==> src/logic/actt_defines.svh <==
// constants for the convert and trigger timing block
`ifndef ACTT_DEFINES_SVH
`define ACTT_DEFINES_SVH

// clock period
`define ACTT_CLK_PERIOD_NS 5
// delay of convert timebase behind external sync edge
`define ACTT_EXT_DLY_NS 10
`define ACTT_EXT_DLY_CYC \
  ((`ACTT_EXT_DLY_NS + `ACTT_CLK_PERIOD_NS - 1) / `ACTT_CLK_PERIOD_NS)
// field widths
`define ACTT_DIV_W 16
`define ACTT_POST_W 24
`define ACTT_SEL_W 4
`define ACTT_SRC_W 16
`define ACTT_NOUT 4
`define ACTT_OSEL_W 2
// trigger source index of the software pulse
`define ACTT_SRC_SW 0
// export selector codes
`define ACTT_OSEL_OFF 2'h0
`define ACTT_OSEL_CONV 2'h1
`define ACTT_OSEL_START 2'h2
`define ACTT_OSEL_REF 2'h3
// reset values
`define ACTT_RST_DIV 16'h0000
`define ACTT_RST_POST 24'h000000

`endif

==> src/logic/actt_pkg.sv <==
// types shared by the convert and trigger timing block
`include "actt_defines.svh"
package actt_pkg;

  // acquisition phase of the convert level
  typedef enum logic [1:0] {
    ACTT_IDLE,
    ACTT_ARMED,
    ACTT_RUN,
    ACTT_POST
  } actt_phase_e;

  // static configuration, held stable during an acquisition
  typedef struct packed {
    logic                     ext_convert_mode;
    logic                     ref_enable;
    logic [`ACTT_SEL_W-1:0]   start_sel;
    logic [`ACTT_SEL_W-1:0]   ref_sel;
    logic [`ACTT_DIV_W-1:0]   interval_count;
    logic [`ACTT_POST_W-1:0]  posttrig_count;
  } actt_cfg_s;

  // status seen by software
  typedef struct packed {
    logic armed;
    logic running;
    logic post_counting;
    logic sample_ready;
  } actt_stat_s;

  // terminal export group
  typedef struct packed {
    logic [`ACTT_NOUT-1:0] value;
    logic [`ACTT_NOUT-1:0] oe;
  } actt_term_s;

  // divider state
  typedef struct packed {
    logic [`ACTT_DIV_W-1:0] cnt;
  } actt_div_s;

  // whole state of the main block
  typedef struct packed {
    logic                         ctb_q;
    logic                         stb_q;
    logic [`ACTT_EXT_DLY_CYC:0]   edly;
    logic                         sst;
    logic                         srt;
    logic                         st_int;
    logic                         rt_int;
    logic                         ss_sync;
    logic                         ss_int;
    logic                         si_start;
    logic                         smp_ready;
    actt_phase_e                  phase;
    logic [`ACTT_POST_W-1:0]      post_cnt;
    logic                         conv;
    logic                         done;
    actt_term_s                   term;
  } actt_state_s;

endpackage

==> src/logic/actt_divider.sv <==
// convert interval divider: one strobe per n timebase ticks
`include "actt_defines.svh"
`timescale 1ns/1ps
`default_nettype none
module actt_divider (
  input  wire logic                    clk,
  input  wire logic                    srst,
  input  wire logic                    en,
  input  wire logic                    tick,
  input  wire logic [`ACTT_DIV_W-1:0]  interval_count,
  output logic                         tc
);
  actt_pkg::actt_div_s s_ff;     // current state
  actt_pkg::actt_div_s nxt_s_ff; // next state
  logic [`ACTT_DIV_W-1:0] reload; // count minus one, zero treated as one

  // reload value
  always_comb begin
    if (interval_count == `ACTT_RST_DIV) begin
      reload = `ACTT_RST_DIV;
    end else begin
      reload = interval_count - `ACTT_DIV_W'(1);
    end
  end

  // terminal count strobe, same cycle as the tick
  assign tc = en & tick & (s_ff.cnt == `ACTT_RST_DIV);

  // count down on ticks, reload when idle or at terminal count
  always_comb begin
    nxt_s_ff = s_ff;
    if (!en) begin
      nxt_s_ff.cnt = reload;
    end else if (tick) begin
      if (s_ff.cnt == `ACTT_RST_DIV) begin
        nxt_s_ff.cnt = reload;
      end else begin
        nxt_s_ff.cnt = s_ff.cnt - `ACTT_DIV_W'(1);
      end
    end
  end

  // state register
  always_ff @(posedge clk) begin
    if (srst) begin
      s_ff.cnt <= `ACTT_RST_DIV;
    end else begin
      s_ff <= nxt_s_ff;
    end
  end
endmodule
`default_nettype wire

==> src/logic/actt_convert_trigger.sv <==
// convert clock generation and start/reference trigger timing
// Functional notes
// - each conversion starts on a convert clock pulse
// - convert clock comes only from convert timebase
// - external mode: timebase irregular, sync asynchronously related
// - divided mode: sync timebase is inverted timebase
// - external mode: sync is signal, timebase delayed
// - convert clock can drive several output terminals
// - divided mode: divider after timebase; external mode: timebase drives convert clock directly
// - start trigger chosen by source multiplexer
// - start trigger synchronised in both timing levels
// - conversions begin at first sample clock after start
// - sample level ready after accepting start trigger
// - start captured on sync convert timebase edge
// - sample counter start from sample-level sync
// - synchronised start trigger can be exported
// - reference trigger starts posttrigger count, then stop
// - reference trigger chosen by source multiplexer
// - reference trigger synchronised on sync convert timebase
// - synchronised reference trigger can be exported
`include "actt_defines.svh"
`timescale 1ns/1ps
`default_nettype none
module actt_convert_trigger #(
  parameter int NOUT = `ACTT_NOUT
) (
  input  wire logic                       clk,
  input  wire logic                       srst,
  input  wire actt_pkg::actt_cfg_s        cfg,
  input  wire logic [`ACTT_SRC_W-1:1]     trig_sources,
  input  wire logic                       sw_start_pulse,
  input  wire logic                       sw_ref_pulse,
  input  wire logic                       conv_timebase,
  input  wire logic                       sample_timebase,
  input  wire logic                       sample_clock,
  input  wire logic [NOUT*`ACTT_OSEL_W-1:0] out_sel,
  output logic                            converter_start_pulse,
  output logic                            start_trigger,
  output logic                            ref_trigger,
  output logic                            sample_counter_start,
  output logic                            acq_done,
  output actt_pkg::actt_stat_s            status,
  output actt_pkg::actt_term_s            exported_output_terminal
);
  localparam int DLY = `ACTT_EXT_DLY_CYC; // delay line depth

  actt_pkg::actt_state_s s_ff;     // registered state
  actt_pkg::actt_state_s nxt_s_ff; // next state

  logic [`ACTT_SRC_W-1:0] start_src; // start source vector
  logic [`ACTT_SRC_W-1:0] ref_src;   // reference source vector
  logic sel_start;   // selected start trigger
  logic sel_ref;     // selected reference trigger
  logic ctb_rise;    // rising edge of timebase input
  logic ctb_fall;    // falling edge of timebase input
  logic sync_edge;   // sync convert timebase edge
  logic ctb_tick;    // convert timebase edge
  logic stb_rise;    // sample timebase edge
  logic stb_fall;    // sync sample timebase edge
  logic div_en;      // divider runs while converting
  logic div_tc;      // divided timebase strobe
  logic conv_src;    // convert clock before gating
  logic start_evt;   // start accepted in convert level
  logic ref_evt;     // reference accepted in convert level
  logic conv_fire;   // conversion issued this cycle

  // pick one bit of a source vector by its selector
  function automatic logic pick_src(
    input logic [`ACTT_SRC_W-1:0] v,
    input logic [`ACTT_SEL_W-1:0] sel
  );
    pick_src = v[sel];
  endfunction

  // does the export selector name this signal
  function automatic logic osel_is(
    input logic [`ACTT_OSEL_W-1:0] sel,
    input logic [`ACTT_OSEL_W-1:0] code
  );
    osel_is = (sel == code);
  endfunction

  // source multiplexers, software pulse at index zero
  assign start_src = {trig_sources, sw_start_pulse};
  assign ref_src   = {trig_sources, sw_ref_pulse};
  assign sel_start = pick_src(start_src, cfg.start_sel);
  assign sel_ref   = pick_src(ref_src, cfg.ref_sel);

  // timebase edges from the previous sample
  assign ctb_rise = conv_timebase & ~s_ff.ctb_q;
  assign ctb_fall = ~conv_timebase & s_ff.ctb_q;
  assign stb_rise = sample_timebase & ~s_ff.stb_q;
  assign stb_fall = ~sample_timebase & s_ff.stb_q;

  // sync edge: inverted timebase when divided, raw signal otherwise
  always_comb begin
    if (cfg.ext_convert_mode) begin
      sync_edge = ctb_rise;
      ctb_tick  = s_ff.edly[DLY];
    end else begin
      sync_edge = ctb_fall;
      ctb_tick  = ctb_rise;
    end
  end

  // interval divider only counts while converting
  assign div_en = (s_ff.phase == actt_pkg::ACTT_RUN) |
                  (s_ff.phase == actt_pkg::ACTT_POST);

  // divides the convert timebase in internal mode
  actt_divider u_div (
    .clk            (clk),
    .srst           (srst),
    .en             (div_en),
    .tick           (ctb_tick),
    .interval_count (cfg.interval_count),
    .tc             (div_tc)
  );

  // only the timebase feeds the convert clock
  assign conv_src = cfg.ext_convert_mode ?
                    (ctb_tick & div_en) : div_tc;

  // start and reference accepted on a timebase edge
  assign start_evt = ctb_tick & s_ff.sst & ~s_ff.st_int;
  assign ref_evt   = ctb_tick & s_ff.srt & ~s_ff.rt_int &
                     cfg.ref_enable;

  // main next-state logic
  always_comb begin
    nxt_s_ff = s_ff;
    conv_fire = 1'b0;
    nxt_s_ff.ctb_q = conv_timebase;
    nxt_s_ff.stb_q = sample_timebase;
    nxt_s_ff.done = 1'b0;
    nxt_s_ff.si_start = 1'b0;
    // delay line holds sync edges until the timebase edge
    nxt_s_ff.edly = {s_ff.edly[DLY-1:0], ctb_rise};
    // capture selected triggers on sync convert edge
    if (sync_edge) begin
      nxt_s_ff.sst = sel_start;
      nxt_s_ff.srt = sel_ref;
    end
    // internal triggers follow captured values at timebase edge
    if (ctb_tick) begin
      nxt_s_ff.st_int = s_ff.sst;
      nxt_s_ff.rt_int = s_ff.srt;
    end
    // sample level: own capture on sync sample edge
    if (stb_fall) begin
      nxt_s_ff.ss_sync = sel_start;
    end
    if (stb_rise) begin
      nxt_s_ff.ss_int = s_ff.ss_sync;
      // counter start from sample-level synchronised start
      if (s_ff.ss_sync & ~s_ff.ss_int) begin
        nxt_s_ff.si_start = 1'b1;
        nxt_s_ff.smp_ready = 1'b1;
      end
    end
    // convert level phases
    case (s_ff.phase)
      // wait for start trigger
      actt_pkg::ACTT_IDLE: begin
        if (start_evt) begin
          nxt_s_ff.phase = actt_pkg::ACTT_ARMED;
        end
      end
      // armed: first sample clock starts conversions
      actt_pkg::ACTT_ARMED: begin
        if (sample_clock) begin
          nxt_s_ff.phase = actt_pkg::ACTT_RUN;
        end
      end
      // converting until a reference trigger
      actt_pkg::ACTT_RUN: begin
        conv_fire = conv_src;
        if (ref_evt) begin
          nxt_s_ff.phase = actt_pkg::ACTT_POST;
          nxt_s_ff.post_cnt = cfg.posttrig_count;
        end
      end
      // posttrigger conversions, then stop
      actt_pkg::ACTT_POST: begin
        if (s_ff.post_cnt == `ACTT_RST_POST) begin
          nxt_s_ff.phase = actt_pkg::ACTT_IDLE;
          nxt_s_ff.done = 1'b1;
          nxt_s_ff.smp_ready = 1'b0;
        end else if (conv_src) begin
          conv_fire = 1'b1;
          nxt_s_ff.post_cnt = s_ff.post_cnt -
                              `ACTT_POST_W'(1);
        end
      end
      default: begin
        nxt_s_ff.phase = actt_pkg::ACTT_IDLE;
      end
    endcase
    // one pulse per conversion to the converter
    nxt_s_ff.conv = conv_fire;
    // terminal exports, each with its own selector
    for (int i = 0; i < NOUT; i++) begin
      logic [`ACTT_OSEL_W-1:0] os;
      os = out_sel[i*`ACTT_OSEL_W +: `ACTT_OSEL_W];
      nxt_s_ff.term.oe[i] = ~osel_is(os, `ACTT_OSEL_OFF);
      nxt_s_ff.term.value[i] =
        (osel_is(os, `ACTT_OSEL_CONV) & conv_fire) |
        (osel_is(os, `ACTT_OSEL_START) &
         nxt_s_ff.st_int) |
        (osel_is(os, `ACTT_OSEL_REF) & nxt_s_ff.rt_int);
    end
  end

  // state register
  always_ff @(posedge clk) begin
    if (srst) begin
      s_ff.ctb_q     <= 1'b0;
      s_ff.stb_q     <= 1'b0;
      s_ff.edly      <= '0;
      s_ff.sst       <= 1'b0;
      s_ff.srt       <= 1'b0;
      s_ff.st_int    <= 1'b0;
      s_ff.rt_int    <= 1'b0;
      s_ff.ss_sync   <= 1'b0;
      s_ff.ss_int    <= 1'b0;
      s_ff.si_start  <= 1'b0;
      s_ff.smp_ready <= 1'b0;
      s_ff.phase     <= actt_pkg::ACTT_IDLE;
      s_ff.post_cnt  <= `ACTT_RST_POST;
      s_ff.conv      <= 1'b0;
      s_ff.done      <= 1'b0;
      s_ff.term      <= '0;
    end else begin
      s_ff <= nxt_s_ff;
    end
  end

  // outputs straight from flip-flops
  assign converter_start_pulse    = s_ff.conv;
  assign start_trigger            = s_ff.st_int;
  assign ref_trigger              = s_ff.rt_int;
  assign sample_counter_start     = s_ff.si_start;
  assign acq_done                 = s_ff.done;
  assign exported_output_terminal = s_ff.term;
  // status view
  assign status.armed         = (s_ff.phase == actt_pkg::ACTT_ARMED);
  assign status.running       = div_en;
  assign status.post_counting = (s_ff.phase == actt_pkg::ACTT_POST);
  assign status.sample_ready  = s_ff.smp_ready;
endmodule
`default_nettype wire

==> config.mk <==
export PLATFORM = sky130hd
export DESIGN_NAME = actt_convert_trigger
export DESIGN_NICKNAME = d
export VERILOG_FILES = /design/src/logic/actt_pkg.sv /design/src/logic/actt_divider.sv /design/src/logic/actt_convert_trigger.sv
export VERILOG_INCLUDE_DIRS = /design/src /design/src/logic
export SDC_FILE = /design/constraint.sdc
export NUM_CORES = 1
export LEC_CHECK = 0
export CORE_MARGIN = 4
export CORE_UTILIZATION = 65
export CTS_CLUSTER_DIAMETER = 200
export DETAILED_ROUTE_END_ITERATION = 16
export DONT_BUFFER_PORTS = 1
export PLACE_DENSITY = 0.92
export SLEW_MARGIN = 0
export SYNTH_ARGS = -nofsm -noshare
export SYNTH_HDL_FRONTEND = slang
export SYNTH_SLANG_ARGS = --single-unit
export TNS_END_PERCENT = 30
==> constraint.sdc <==
create_clock -name clk -period 7.05 [get_ports clk]
set_input_delay 1.0575 -clock clk [delete_from_list [all_inputs] [get_ports clk]]
set_output_delay 1.0575 -clock clk [all_outputs]
set_load 0.02 [all_outputs]
==> results of run 1 <==
## layout make-up
type / instances / area (sq um)
well taps: 77 / 96.3
clock buffers: 12 / 155
inverters: 18 / 67.6
fillers: 508 / 1960
flip-flops and latches: 65 / 1300
multi-input cells: 417 / 2720
clock inverters: 4 / 75.1
repair buffers: 1 / 7.51
## worst paths after layout
kind                               from                         endpoint  slack, ns  depth (start not counted)
setup / recovery  s_ff[10]$_SDFFE_PP0P_            s_ff[30]$_SDFFE_PP0P_       3.99                          8
setup reg to reg  s_ff[10]$_SDFFE_PP0P_            s_ff[30]$_SDFFE_PP0P_       3.99                          8
hold reg to reg   s_ff[38]$_SDFFE_PP0P_  sample_counter_start$_SDFF_PP0_       0.42                          1
hold / removal    s_ff[38]$_SDFFE_PP0P_  sample_counter_start$_SDFF_PP0_       0.42                          1
## power by group
| group | total [mW] | internal (mW) | switching, mW |
|---|---|---|---|
| Sequential | 0.392 | 0.378 | 0.0136 |
| Combinational | 0.0696 | 0.0366 | 0.0330 |
| Clock | 0.364 | 0.219 | 0.145 |
## layout by cell type (no fill, tap or decap), types with 3 or more instances in the layout
cell       synthesis  final
xnor2_1            7      7
mux2_2             7      7
nand2_1           37     37
o22ai_1            5      5
nor2_1            62     62
nor3b_1            3      3
o21ai_1           10     10
o2bb2ai_1          3      3
xor2_1             5      5
inv_1             17     17
nand2b_1           7      7
nor2b_1           16     16
nor4_1            16     16
ha_1              10     10
or4_1             10     10
or3b_2             3      3
and3_1             5      5
mux4_2            10     10
o21ai_0           26     26
a211oi_1           7      7
a22oi_1            6      6
mux2i_1            3      3
a22o_1             4      4
nand4_1            6      6
nand3b_1           4      4
o32ai_1            6      6
nor3_1            26     26
a31oi_1           11     11
and2_1             5      5
or2_2              3      3
nand3_1            9      9
dfxtp_1           65     65
clkbuf_8           0     11
a21oi_1           50     50
## critical path, stage by stage, from the launching register on
cell	delay, ns
dfxtp_1	0.35
inv_1	0.12
ha_1	0.19
or3b_2	0.55
or4_4	0.63
o221a_4	0.30
o21ai_4	0.49
o21ai_0	0.19
a21oi_1	0.16
## per-layer routing
layer  part of all wire (%)  vias to the layer above  global-route usage [%]
met4                    3.2                        0                    12.6
met5                      0                        -                       0
met1                     38                     1888                    32.9
met2                     48                      274                    45.8
li1                       -                     1937                       -
met3                     11                       41                    7.56
## synthesized netlist by cell type, types with 2 or more instances
master,n,area (sq um)
nand2b_1,7,43.8
o311ai_0,2,17.5
buf_6,2,22.5
or4_1,10,75.1
a21oi_1,50,250
mux2i_1,3,30.0
buf_4,10,75.1
nor4_1,16,100
a32oi_1,2,17.5
a31oi_1,11,68.8
or3b_2,3,26.3
xnor2_1,7,61.3
mux2_2,7,78.8
nand3_1,9,45.0
nor3b_1,3,22.5
a22oi_1,6,45.0
nor2_1,62,233
o221ai_1,2,17.5
nor3_1,26,130
buf_2,3,15.0
a221oi_1,2,17.5
nor2b_1,16,100
o21a_1,2,15.0
xor2_1,5,43.8
and4_1,2,17.5
clkbuf_1,24,90.1
a211oi_1,7,52.6
and3_1,5,31.3
nand4_1,6,37.5
and2_1,5,31.3
o22ai_1,5,31.3
o2bb2ai_1,3,26.3
mux4_2,10,225
inv_1,17,63.8
o21ai_1,10,50.1
nand2_1,37,139
dfxtp_1,65,1300
o32ai_1,6,52.6
nand3b_1,4,30.0
or2_2,3,18.8
a22o_1,4,35.0
ha_1,10,125
a21oi_2,2,17.5
o21ai_0,26,130
## sequential cells by signal (all words and copies together), names as in the netlist
register and cells:
s_ff 33, u_div.s_ff 16, exported_output_terminal 8, nxt_s_ff 2, acq_done 1, converter_start_pulse 1, ref_trigger 1, sample_counter_start 1
start_trigger 1, status 1
## logic make-up (layout without fill, tap and decap cells)
group           Yosys count  after routing
fa+ha+maj                10             10
compound gates          152            152
simple gates            223            223
flops                    65             65
buf+inv                  57             35
xor+xnor                 12             12
mux                      20             20
==> flow_summary.html, run 1 <==
<table>
<tr><th>Metric</th><th>Value</th></tr>
<tr><th colspan="2">Status</th></tr>
<tr><td>Result of the run</td><td>finished, final reports clean</td></tr>
<tr><th colspan="2">STA</th></tr>
<tr><td>RSZ-0062 raised after global routing</td><td>no</td></tr>
<tr><td>Pins over their slew limit</td><td>0</td></tr>
<tr><td>Fmax</td><td>0.327 GHz</td></tr>
<tr><td>Crit share post-route</td><td>43.4%</td></tr>
<tr><td>Worst hold slack after final layout</td><td>0.421 ns</td></tr>
<tr><td>Final worst slack</td><td>3.99 ns</td></tr>
<tr><td>Setup total negative slack</td><td>0 ns</td></tr>
<tr><td>Pin slew with the least headroom to its limit</td><td>0.980 ns</td></tr>
<tr><td>Final Skew</td><td>0.00668 ns</td></tr>
<tr><td>Final hold violation count</td><td>0</td></tr>
<tr><td>Final setup violation count</td><td>0</td></tr>
<tr><td>Min Clock Period, post-route</td><td>3.06 ns</td></tr>
<tr><td>Max transition margin</td><td>34.2%</td></tr>
<tr><th colspan="2">Synth</th></tr>
<tr><td>Post-synthesis compound-gate area fraction</td><td>23.1%</td></tr>
<tr><td>Synth Warn #</td><td>0</td></tr>
<tr><td>Post-Syn Area per Cell</td><td>7.97 sq um</td></tr>
<tr><td>Syn nets</td><td>629</td></tr>
<tr><td>Parity-gate share of the synthesized area counting xor and xnor cells</td><td>2.45%</td></tr>
<tr><td>Synthesized flop and latch total</td><td>65</td></tr>
<tr><td>Fraction of synthesized area in multiplexers</td><td>7.78%</td></tr>
<tr><td>Most used flip-flop cell after synthesis</td><td>dfxtp_1</td></tr>
<tr><td>Number of distinct library cells after synthesis</td><td>66</td></tr>
<tr><td>Simple logic cell fraction of the synthesized area</td><td>27.1%</td></tr>
<tr><td>Combinational family with the most area after synthesis</td><td>simple AND/OR/NAND/NOR gates</td></tr>
<tr><td>Number of synthesized flops with an enable pin</td><td>0</td></tr>
<tr><td>Part of the Yosys area used for sequential elements</td><td>30.3%</td></tr>
<tr><td>Async set-reset flop share out of synthesis</td><td>0%</td></tr>
<tr><td>Adder-cell share of the synthesized area</td><td>2.91%</td></tr>
<tr><td>Post-Syn Area</td><td>4290 sq um</td></tr>
<tr><td>Number of standard cells after synthesis</td><td>539</td></tr>
<tr><th colspan="2">Placed design</th></tr>
<tr><td>Input/output buffers</td><td>0</td></tr>
<tr><td>Cell count after placement</td><td>578</td></tr>
<tr><td>Half-perimeter wire length after detailed placement</td><td>7900 um</td></tr>
<tr><td>Total placed instance area</td><td>4200 sq um</td></tr>
<tr><td>Post-place setup slack</td><td>3.79 ns</td></tr>
<tr><td>Weighted congestion at the end of routability-driven global placement</td><td>0.894</td></tr>
<tr><th colspan="2">Layout</th></tr>
<tr><td>Post-route core utilization</td><td>69.3%</td></tr>
<tr><td>Total non-filler cell area in the finished layout</td><td>4430 sq um</td></tr>
<tr><td>Synth-to-Final Area Change</td><td>3.06%</td></tr>
<tr><td>Fraction of final layout cells sized beyond drive strength 1</td><td>9.28%</td></tr>
<tr><td>NumNets Final</td><td>602</td></tr>
<tr><td>Antenna fix cells</td><td>0</td></tr>
<tr><td>Final Instance Count excl. Fillers</td><td>594</td></tr>
<tr><th colspan="2">Global route</th></tr>
<tr><td>Overflow after GRT</td><td>0</td></tr>
<tr><td>Via count of the first global-routing pass</td><td>3877</td></tr>
<tr><td>Total GRT Usage</td><td>27.5%</td></tr>
<tr><td>Antenna violations before repair</td><td>0</td></tr>
<tr><td>Largest net degree at the start of global routing</td><td>65</td></tr>
<tr><td>Global-route wire length before repair</td><td>17400 um</td></tr>
<tr><th colspan="2">Routing</th></tr>
<tr><td>Drt first-iter violations</td><td>362</td></tr>
<tr><td>DRC violations left</td><td>0</td></tr>
<tr><td>Drt pass-1 iters</td><td>5</td></tr>
<tr><td>Routed via count divided by cell count</td><td>6.97</td></tr>
<tr><td>WL/cell</td><td>18.6 um</td></tr>
<tr><td>WL final</td><td>11100 um</td></tr>
<tr><td>Final ANT Viol Nets</td><td>0</td></tr>
<tr><td>Vias</td><td>4140</td></tr>
<tr><th colspan="2">Die</th></tr>
<tr><td>Cell row count</td><td>29</td></tr>
<tr><td>Ports</td><td>97</td></tr>
<tr><td>Starting utilization of the core area</td><td>67.2%</td></tr>
<tr><td>Area of the die</td><td>7970 sq um</td></tr>
<tr><td>Die Wd</td><td>89.3 um</td></tr>
<tr><td>Core footprint</td><td>6390 sq um</td></tr>
<tr><td>Vertical die dimension</td><td>89.3 um</td></tr>
<tr><th colspan="2">Setup path</th></tr>
<tr><td>Data arrival, critical path</td><td>3.34 ns</td></tr>
<tr><td>Peak fanout along the critical path</td><td>21</td></tr>
<tr><td>Setup crit start kind</td><td>flop</td></tr>
<tr><td>Type of the worst setup path</td><td>reg2reg</td></tr>
<tr><td>WP data required</td><td>7.33 ns</td></tr>
<tr><td>Type of destination of the critical path</td><td>flop</td></tr>
<tr><th colspan="2">CTS</th></tr>
<tr><td>Source-to-sink clock delay at the later pin of the worst-skew pair</td><td>0.35 ns</td></tr>
<tr><td>Buffer levels on the longest clock path</td><td>2</td></tr>
<tr><td>Number of buffers added for setup after CTS</td><td>0</td></tr>
<tr><td>Quantity of gates resized following cts</td><td>0</td></tr>
<tr><td>Clock sink total</td><td>65</td></tr>
<tr><td>H-tree levels</td><td>3</td></tr>
<tr><td># hold bufs at CTS</td><td>0</td></tr>
<tr><td>TritonCTS buffer count</td><td>9</td></tr>
<tr><td>Clock Tree Root</td><td>clkbuf_8</td></tr>
<tr><td>Clk slew on worst S/H paths</td><td>0.07 ns</td></tr>
<tr><td>Clock tree from TritonCTS</td><td>done</td></tr>
<tr><th colspan="2">Worst hold path</th></tr>
<tr><td>Worst min-delay path class</td><td>reg2reg</td></tr>
<tr><th colspan="2">Power and ir drop</th></tr>
<tr><td>Leakage power</td><td>1.56 nW</td></tr>
<tr><td>Peak supply drop</td><td>0.000154 V</td></tr>
<tr><td>Overall power</td><td>0.825 mW</td></tr>
<tr><td>Power density cells</td><td>186 nW/um^2</td></tr>
<tr><th colspan="2">Run</th></tr>
<tr><td>Max_cap viols</td><td>0</td></tr>
</table>
Note: power is estimated with default switching activity, not from simulation.
==> run 2: changes to the inputs <==
- CORE_UTILIZATION: 65 -> 64
- PLACE_DENSITY: 0.92 -> 0.91
- clock period: 7.05 -> 2.9 ns (I/O delays scaled with it)
==> flow_summary.html, run 2 (synthesis results as in run 1) <==
<table>
<tr><th>Metric</th><th>Value</th></tr>
<tr><th colspan="2">Status</th></tr>
<tr><td>Result of the run</td><td>finished, final reports clean</td></tr>
<tr><th colspan="2">Power and ir drop</th></tr>
<tr><td>Overall power</td><td>1.99 mW (+140%)</td></tr>
<tr><td>Peak supply drop</td><td>0.000216 V (+40%)</td></tr>
<tr><td>Leakage power</td><td>1.62 nW (+3.6%)</td></tr>
<tr><td>Power density cells</td><td>439 nW/um^2 (+140%)</td></tr>
<tr><th colspan="2">Global route</th></tr>
<tr><td>Overflow after GRT</td><td>0 (unchanged)</td></tr>
<tr><td>Global-route wire length before repair</td><td>18200 um (+4.8%)</td></tr>
<tr><td>Largest net degree at the start of global routing</td><td>65 (unchanged)</td></tr>
<tr><td>Antenna violations before repair</td><td>0 (unchanged)</td></tr>
<tr><td>Via count of the first global-routing pass</td><td>3961 (+2.2%)</td></tr>
<tr><td>Total GRT Usage</td><td>27.0% (-0.48 points)</td></tr>
<tr><th colspan="2">Setup path</th></tr>
<tr><td>Worst setup path start</td><td>s_ff[10]$_SDFFE_PP0P_</td></tr>
<tr><td>Setup crit start kind</td><td>flop</td></tr>
<tr><td>Type of the worst setup path</td><td>reg2reg</td></tr>
<tr><td>Beginning of the worst register-to-register path</td><td>s_ff[10]$_SDFFE_PP0P_</td></tr>
<tr><td>Peak fanout along the critical path</td><td>21 (unchanged)</td></tr>
<tr><td>WP data required</td><td>3.19 ns (-4.14 ns)</td></tr>
<tr><td>Data arrival, critical path</td><td>3.06 ns (-0.28 ns)</td></tr>
<tr><td>Type of destination of the critical path</td><td>flop</td></tr>
<tr><th colspan="2">Die</th></tr>
<tr><td>Starting utilization of the core area</td><td>66.9% (-0.38 points)</td></tr>
<tr><td>Area of the die</td><td>8080 sq um (+1.4%)</td></tr>
<tr><td>Cell row count</td><td>29 (unchanged)</td></tr>
<tr><td>Die Wd</td><td>89.9 um (+0.71%)</td></tr>
<tr><td>Vertical die dimension</td><td>89.9 um (+0.71%)</td></tr>
<tr><td>Core footprint</td><td>6420 sq um (+0.57%)</td></tr>
<tr><td>Ports</td><td>97 (unchanged)</td></tr>
<tr><th colspan="2">Routing</th></tr>
<tr><td>Vias</td><td>4110 (-0.72%)</td></tr>
<tr><td>Met1 Wirelength</td><td>4540 um (+9.1%)</td></tr>
<tr><td>WL/cell</td><td>18.6 um (+0.14%)</td></tr>
<tr><td>Drt pass-1 iters</td><td>5 (unchanged)</td></tr>
<tr><td>Uppermost layer routed</td><td>met4</td></tr>
<tr><td>Drt first-iter violations</td><td>304 (-16%)</td></tr>
<tr><td>DRC violations left</td><td>0 (unchanged)</td></tr>
<tr><td>Routed via count divided by cell count</td><td>6.78 (-2.7%)</td></tr>
<tr><td>Met2 WL</td><td>5490 um (+2.7%)</td></tr>
<tr><td>Wire length on met3</td><td>984 um (-18%)</td></tr>
<tr><td>WL final</td><td>11300 um (+2.2%)</td></tr>
<tr><td>Final ANT Viol Nets</td><td>0 (unchanged)</td></tr>
<tr><th colspan="2">CTS</th></tr>
<tr><td>Source-to-sink clock delay at the later pin of the worst-skew pair</td><td>0.36 ns (about the same)</td></tr>
<tr><td>Clock Tree Root</td><td>clkbuf_8</td></tr>
<tr><td>Buffer levels on the longest clock path</td><td>2 (unchanged)</td></tr>
<tr><td>Clk slew on worst S/H paths</td><td>0.08 ns (about the same)</td></tr>
<tr><td>H-tree levels</td><td>3 (unchanged)</td></tr>
<tr><td>Number of buffers added for setup after CTS</td><td>0 (unchanged)</td></tr>
<tr><td>TritonCTS buffer count</td><td>9 (unchanged)</td></tr>
<tr><td>Quantity of gates resized following cts</td><td>0 (unchanged)</td></tr>
<tr><td># hold bufs at CTS</td><td>0 (unchanged)</td></tr>
<tr><td>Clock sink total</td><td>65 (unchanged)</td></tr>
<tr><td>Clock tree from TritonCTS</td><td>done</td></tr>
<tr><th colspan="2">Layout</th></tr>
<tr><td>NumNets Final</td><td>614 (+2.0%)</td></tr>
<tr><td>Max reg flops</td><td>33 (unchanged)</td></tr>
<tr><td>Final Instance Count excl. Fillers</td><td>606 (+2.0%)</td></tr>
<tr><td>Total non-filler cell area in the finished layout</td><td>4530 sq um (+2.3%)</td></tr>
<tr><td>Fraction of final layout cells sized beyond drive strength 1</td><td>11.5% (+2.2 points)</td></tr>
<tr><td>Largest register by flop count</td><td>s_ff</td></tr>
<tr><td>Most used cells in the layout excluding fill and tap cells</td><td>dfxtp_1 (65), nor2_1 (62), a21oi_1 (50), nand2_1 (37)</td></tr>
<tr><td>Antenna fix cells</td><td>0 (unchanged)</td></tr>
<tr><td>Synth-to-Final Area Change</td><td>5.48%</td></tr>
<tr><td>Leading cell type in the layout, fill and taps excluded</td><td>dfxtp_1</td></tr>
<tr><td>Post-route core utilization</td><td>70.5% (+1.2 points)</td></tr>
<tr><th colspan="2">STA</th></tr>
<tr><td>Max transition margin</td><td>50.9% (+17 points)</td></tr>
<tr><td>RSZ-0062 raised after global routing</td><td>no</td></tr>
<tr><td>Final worst slack</td><td>0.131 ns (-3.86 ns)</td></tr>
<tr><td>Final setup violation count</td><td>0 (unchanged)</td></tr>
<tr><td>Worst hold slack after final layout</td><td>0.146 ns (-0.275 ns)</td></tr>
<tr><td>Pin slew with the least headroom to its limit</td><td>0.732 ns (-0.248 ns)</td></tr>
<tr><td>Fmax</td><td>0.361 GHz (+11%)</td></tr>
<tr><td>Min Clock Period, post-route</td><td>2.77 ns (-0.292 ns)</td></tr>
<tr><td>Setup total negative slack</td><td>0 ns (unchanged)</td></tr>
<tr><td>Final Skew</td><td>0.00934 ns (+0.00266 ns)</td></tr>
<tr><td>Pins over their slew limit</td><td>0 (unchanged)</td></tr>
<tr><td>Final hold violation count</td><td>0 (unchanged)</td></tr>
<tr><td>Crit share post-route</td><td>95.5% (+52 points)</td></tr>
<tr><th colspan="2">Placed design</th></tr>
<tr><td>Total placed instance area</td><td>4300 sq um (+2.4%)</td></tr>
<tr><td>Half-perimeter wire length after detailed placement</td><td>8120 um (+2.9%)</td></tr>
<tr><td>Post-place setup slack</td><td>0.123 ns (-3.67 ns)</td></tr>
<tr><td>Cell count after placement</td><td>590 (+2.1%)</td></tr>
<tr><td>Input/output buffers</td><td>0 (unchanged)</td></tr>
<tr><td>Weighted congestion at the end of routability-driven global placement</td><td>0.974 (+9.0%)</td></tr>
<tr><th colspan="2">Worst hold path</th></tr>
<tr><td>Worst min-delay path class</td><td>in2reg</td></tr>
<tr><td>Hold Path Origin</td><td>srst</td></tr>
<tr><th colspan="2">Run</th></tr>
<tr><td>Max_cap viols</td><td>0 (unchanged)</td></tr>
</table>
-- run 2: worst max-delay path, stage by stage (launching register included) --
cell and delay, ns:
dfxtp_1 0.33, inv_1 0.12, ha_1 0.21, or3b_2 0.56, or4_4 0.62, o221a_4 0.30, o21ai_4 0.15, buf_12 0.17
o21ai_0 0.10, a21oi_1 0.14
-- run 2: area by class of cell --
type,instances,area [sq um]
inverter,18,67.6
clock buffer,10,128
sequential,65,1300
tap,77,96.3
fill,496,1890
multi-input combinational,417,2740
clock inverter,6,91.3
timing repair buffer,13,110
-- run 2: power breakdown --
| group | total (mW) | internal, mW | switching [mW] |
|---|---|---|---|
| logic | 0.176 | 0.0939 | 0.0824 |
| registers | 0.950 | 0.918 | 0.0321 |
| clock network | 0.861 | 0.487 | 0.374 |
| total | 1.99 | 1.50 | 0.489 |
-- run 2: path summary, 6_finish.rpt --
path | endpoint | slack [ns] | cells past startpoint
setup / recovery | s_ff[30]$_SDFFE_PP0P_ | 0.13 | 9
hold / removal | s_ff[16]$_SDFFE_PP0P_ | 0.15 | 1
setup reg to reg | s_ff[30]$_SDFFE_PP0P_ | 0.13 | 9
hold reg to reg | sample_counter_start$_SDFF_PP0_ | 0.42 | 1
-- run 2: metal layers --
metal | vias to the layer above | track usage (%)
met2 | 210 | 45.2
li1 | 1961 | -
met3 | 25 | 6.26
met4 | 0 | 12.1
met5 | - | 0
met1 | 1914 | 33.1
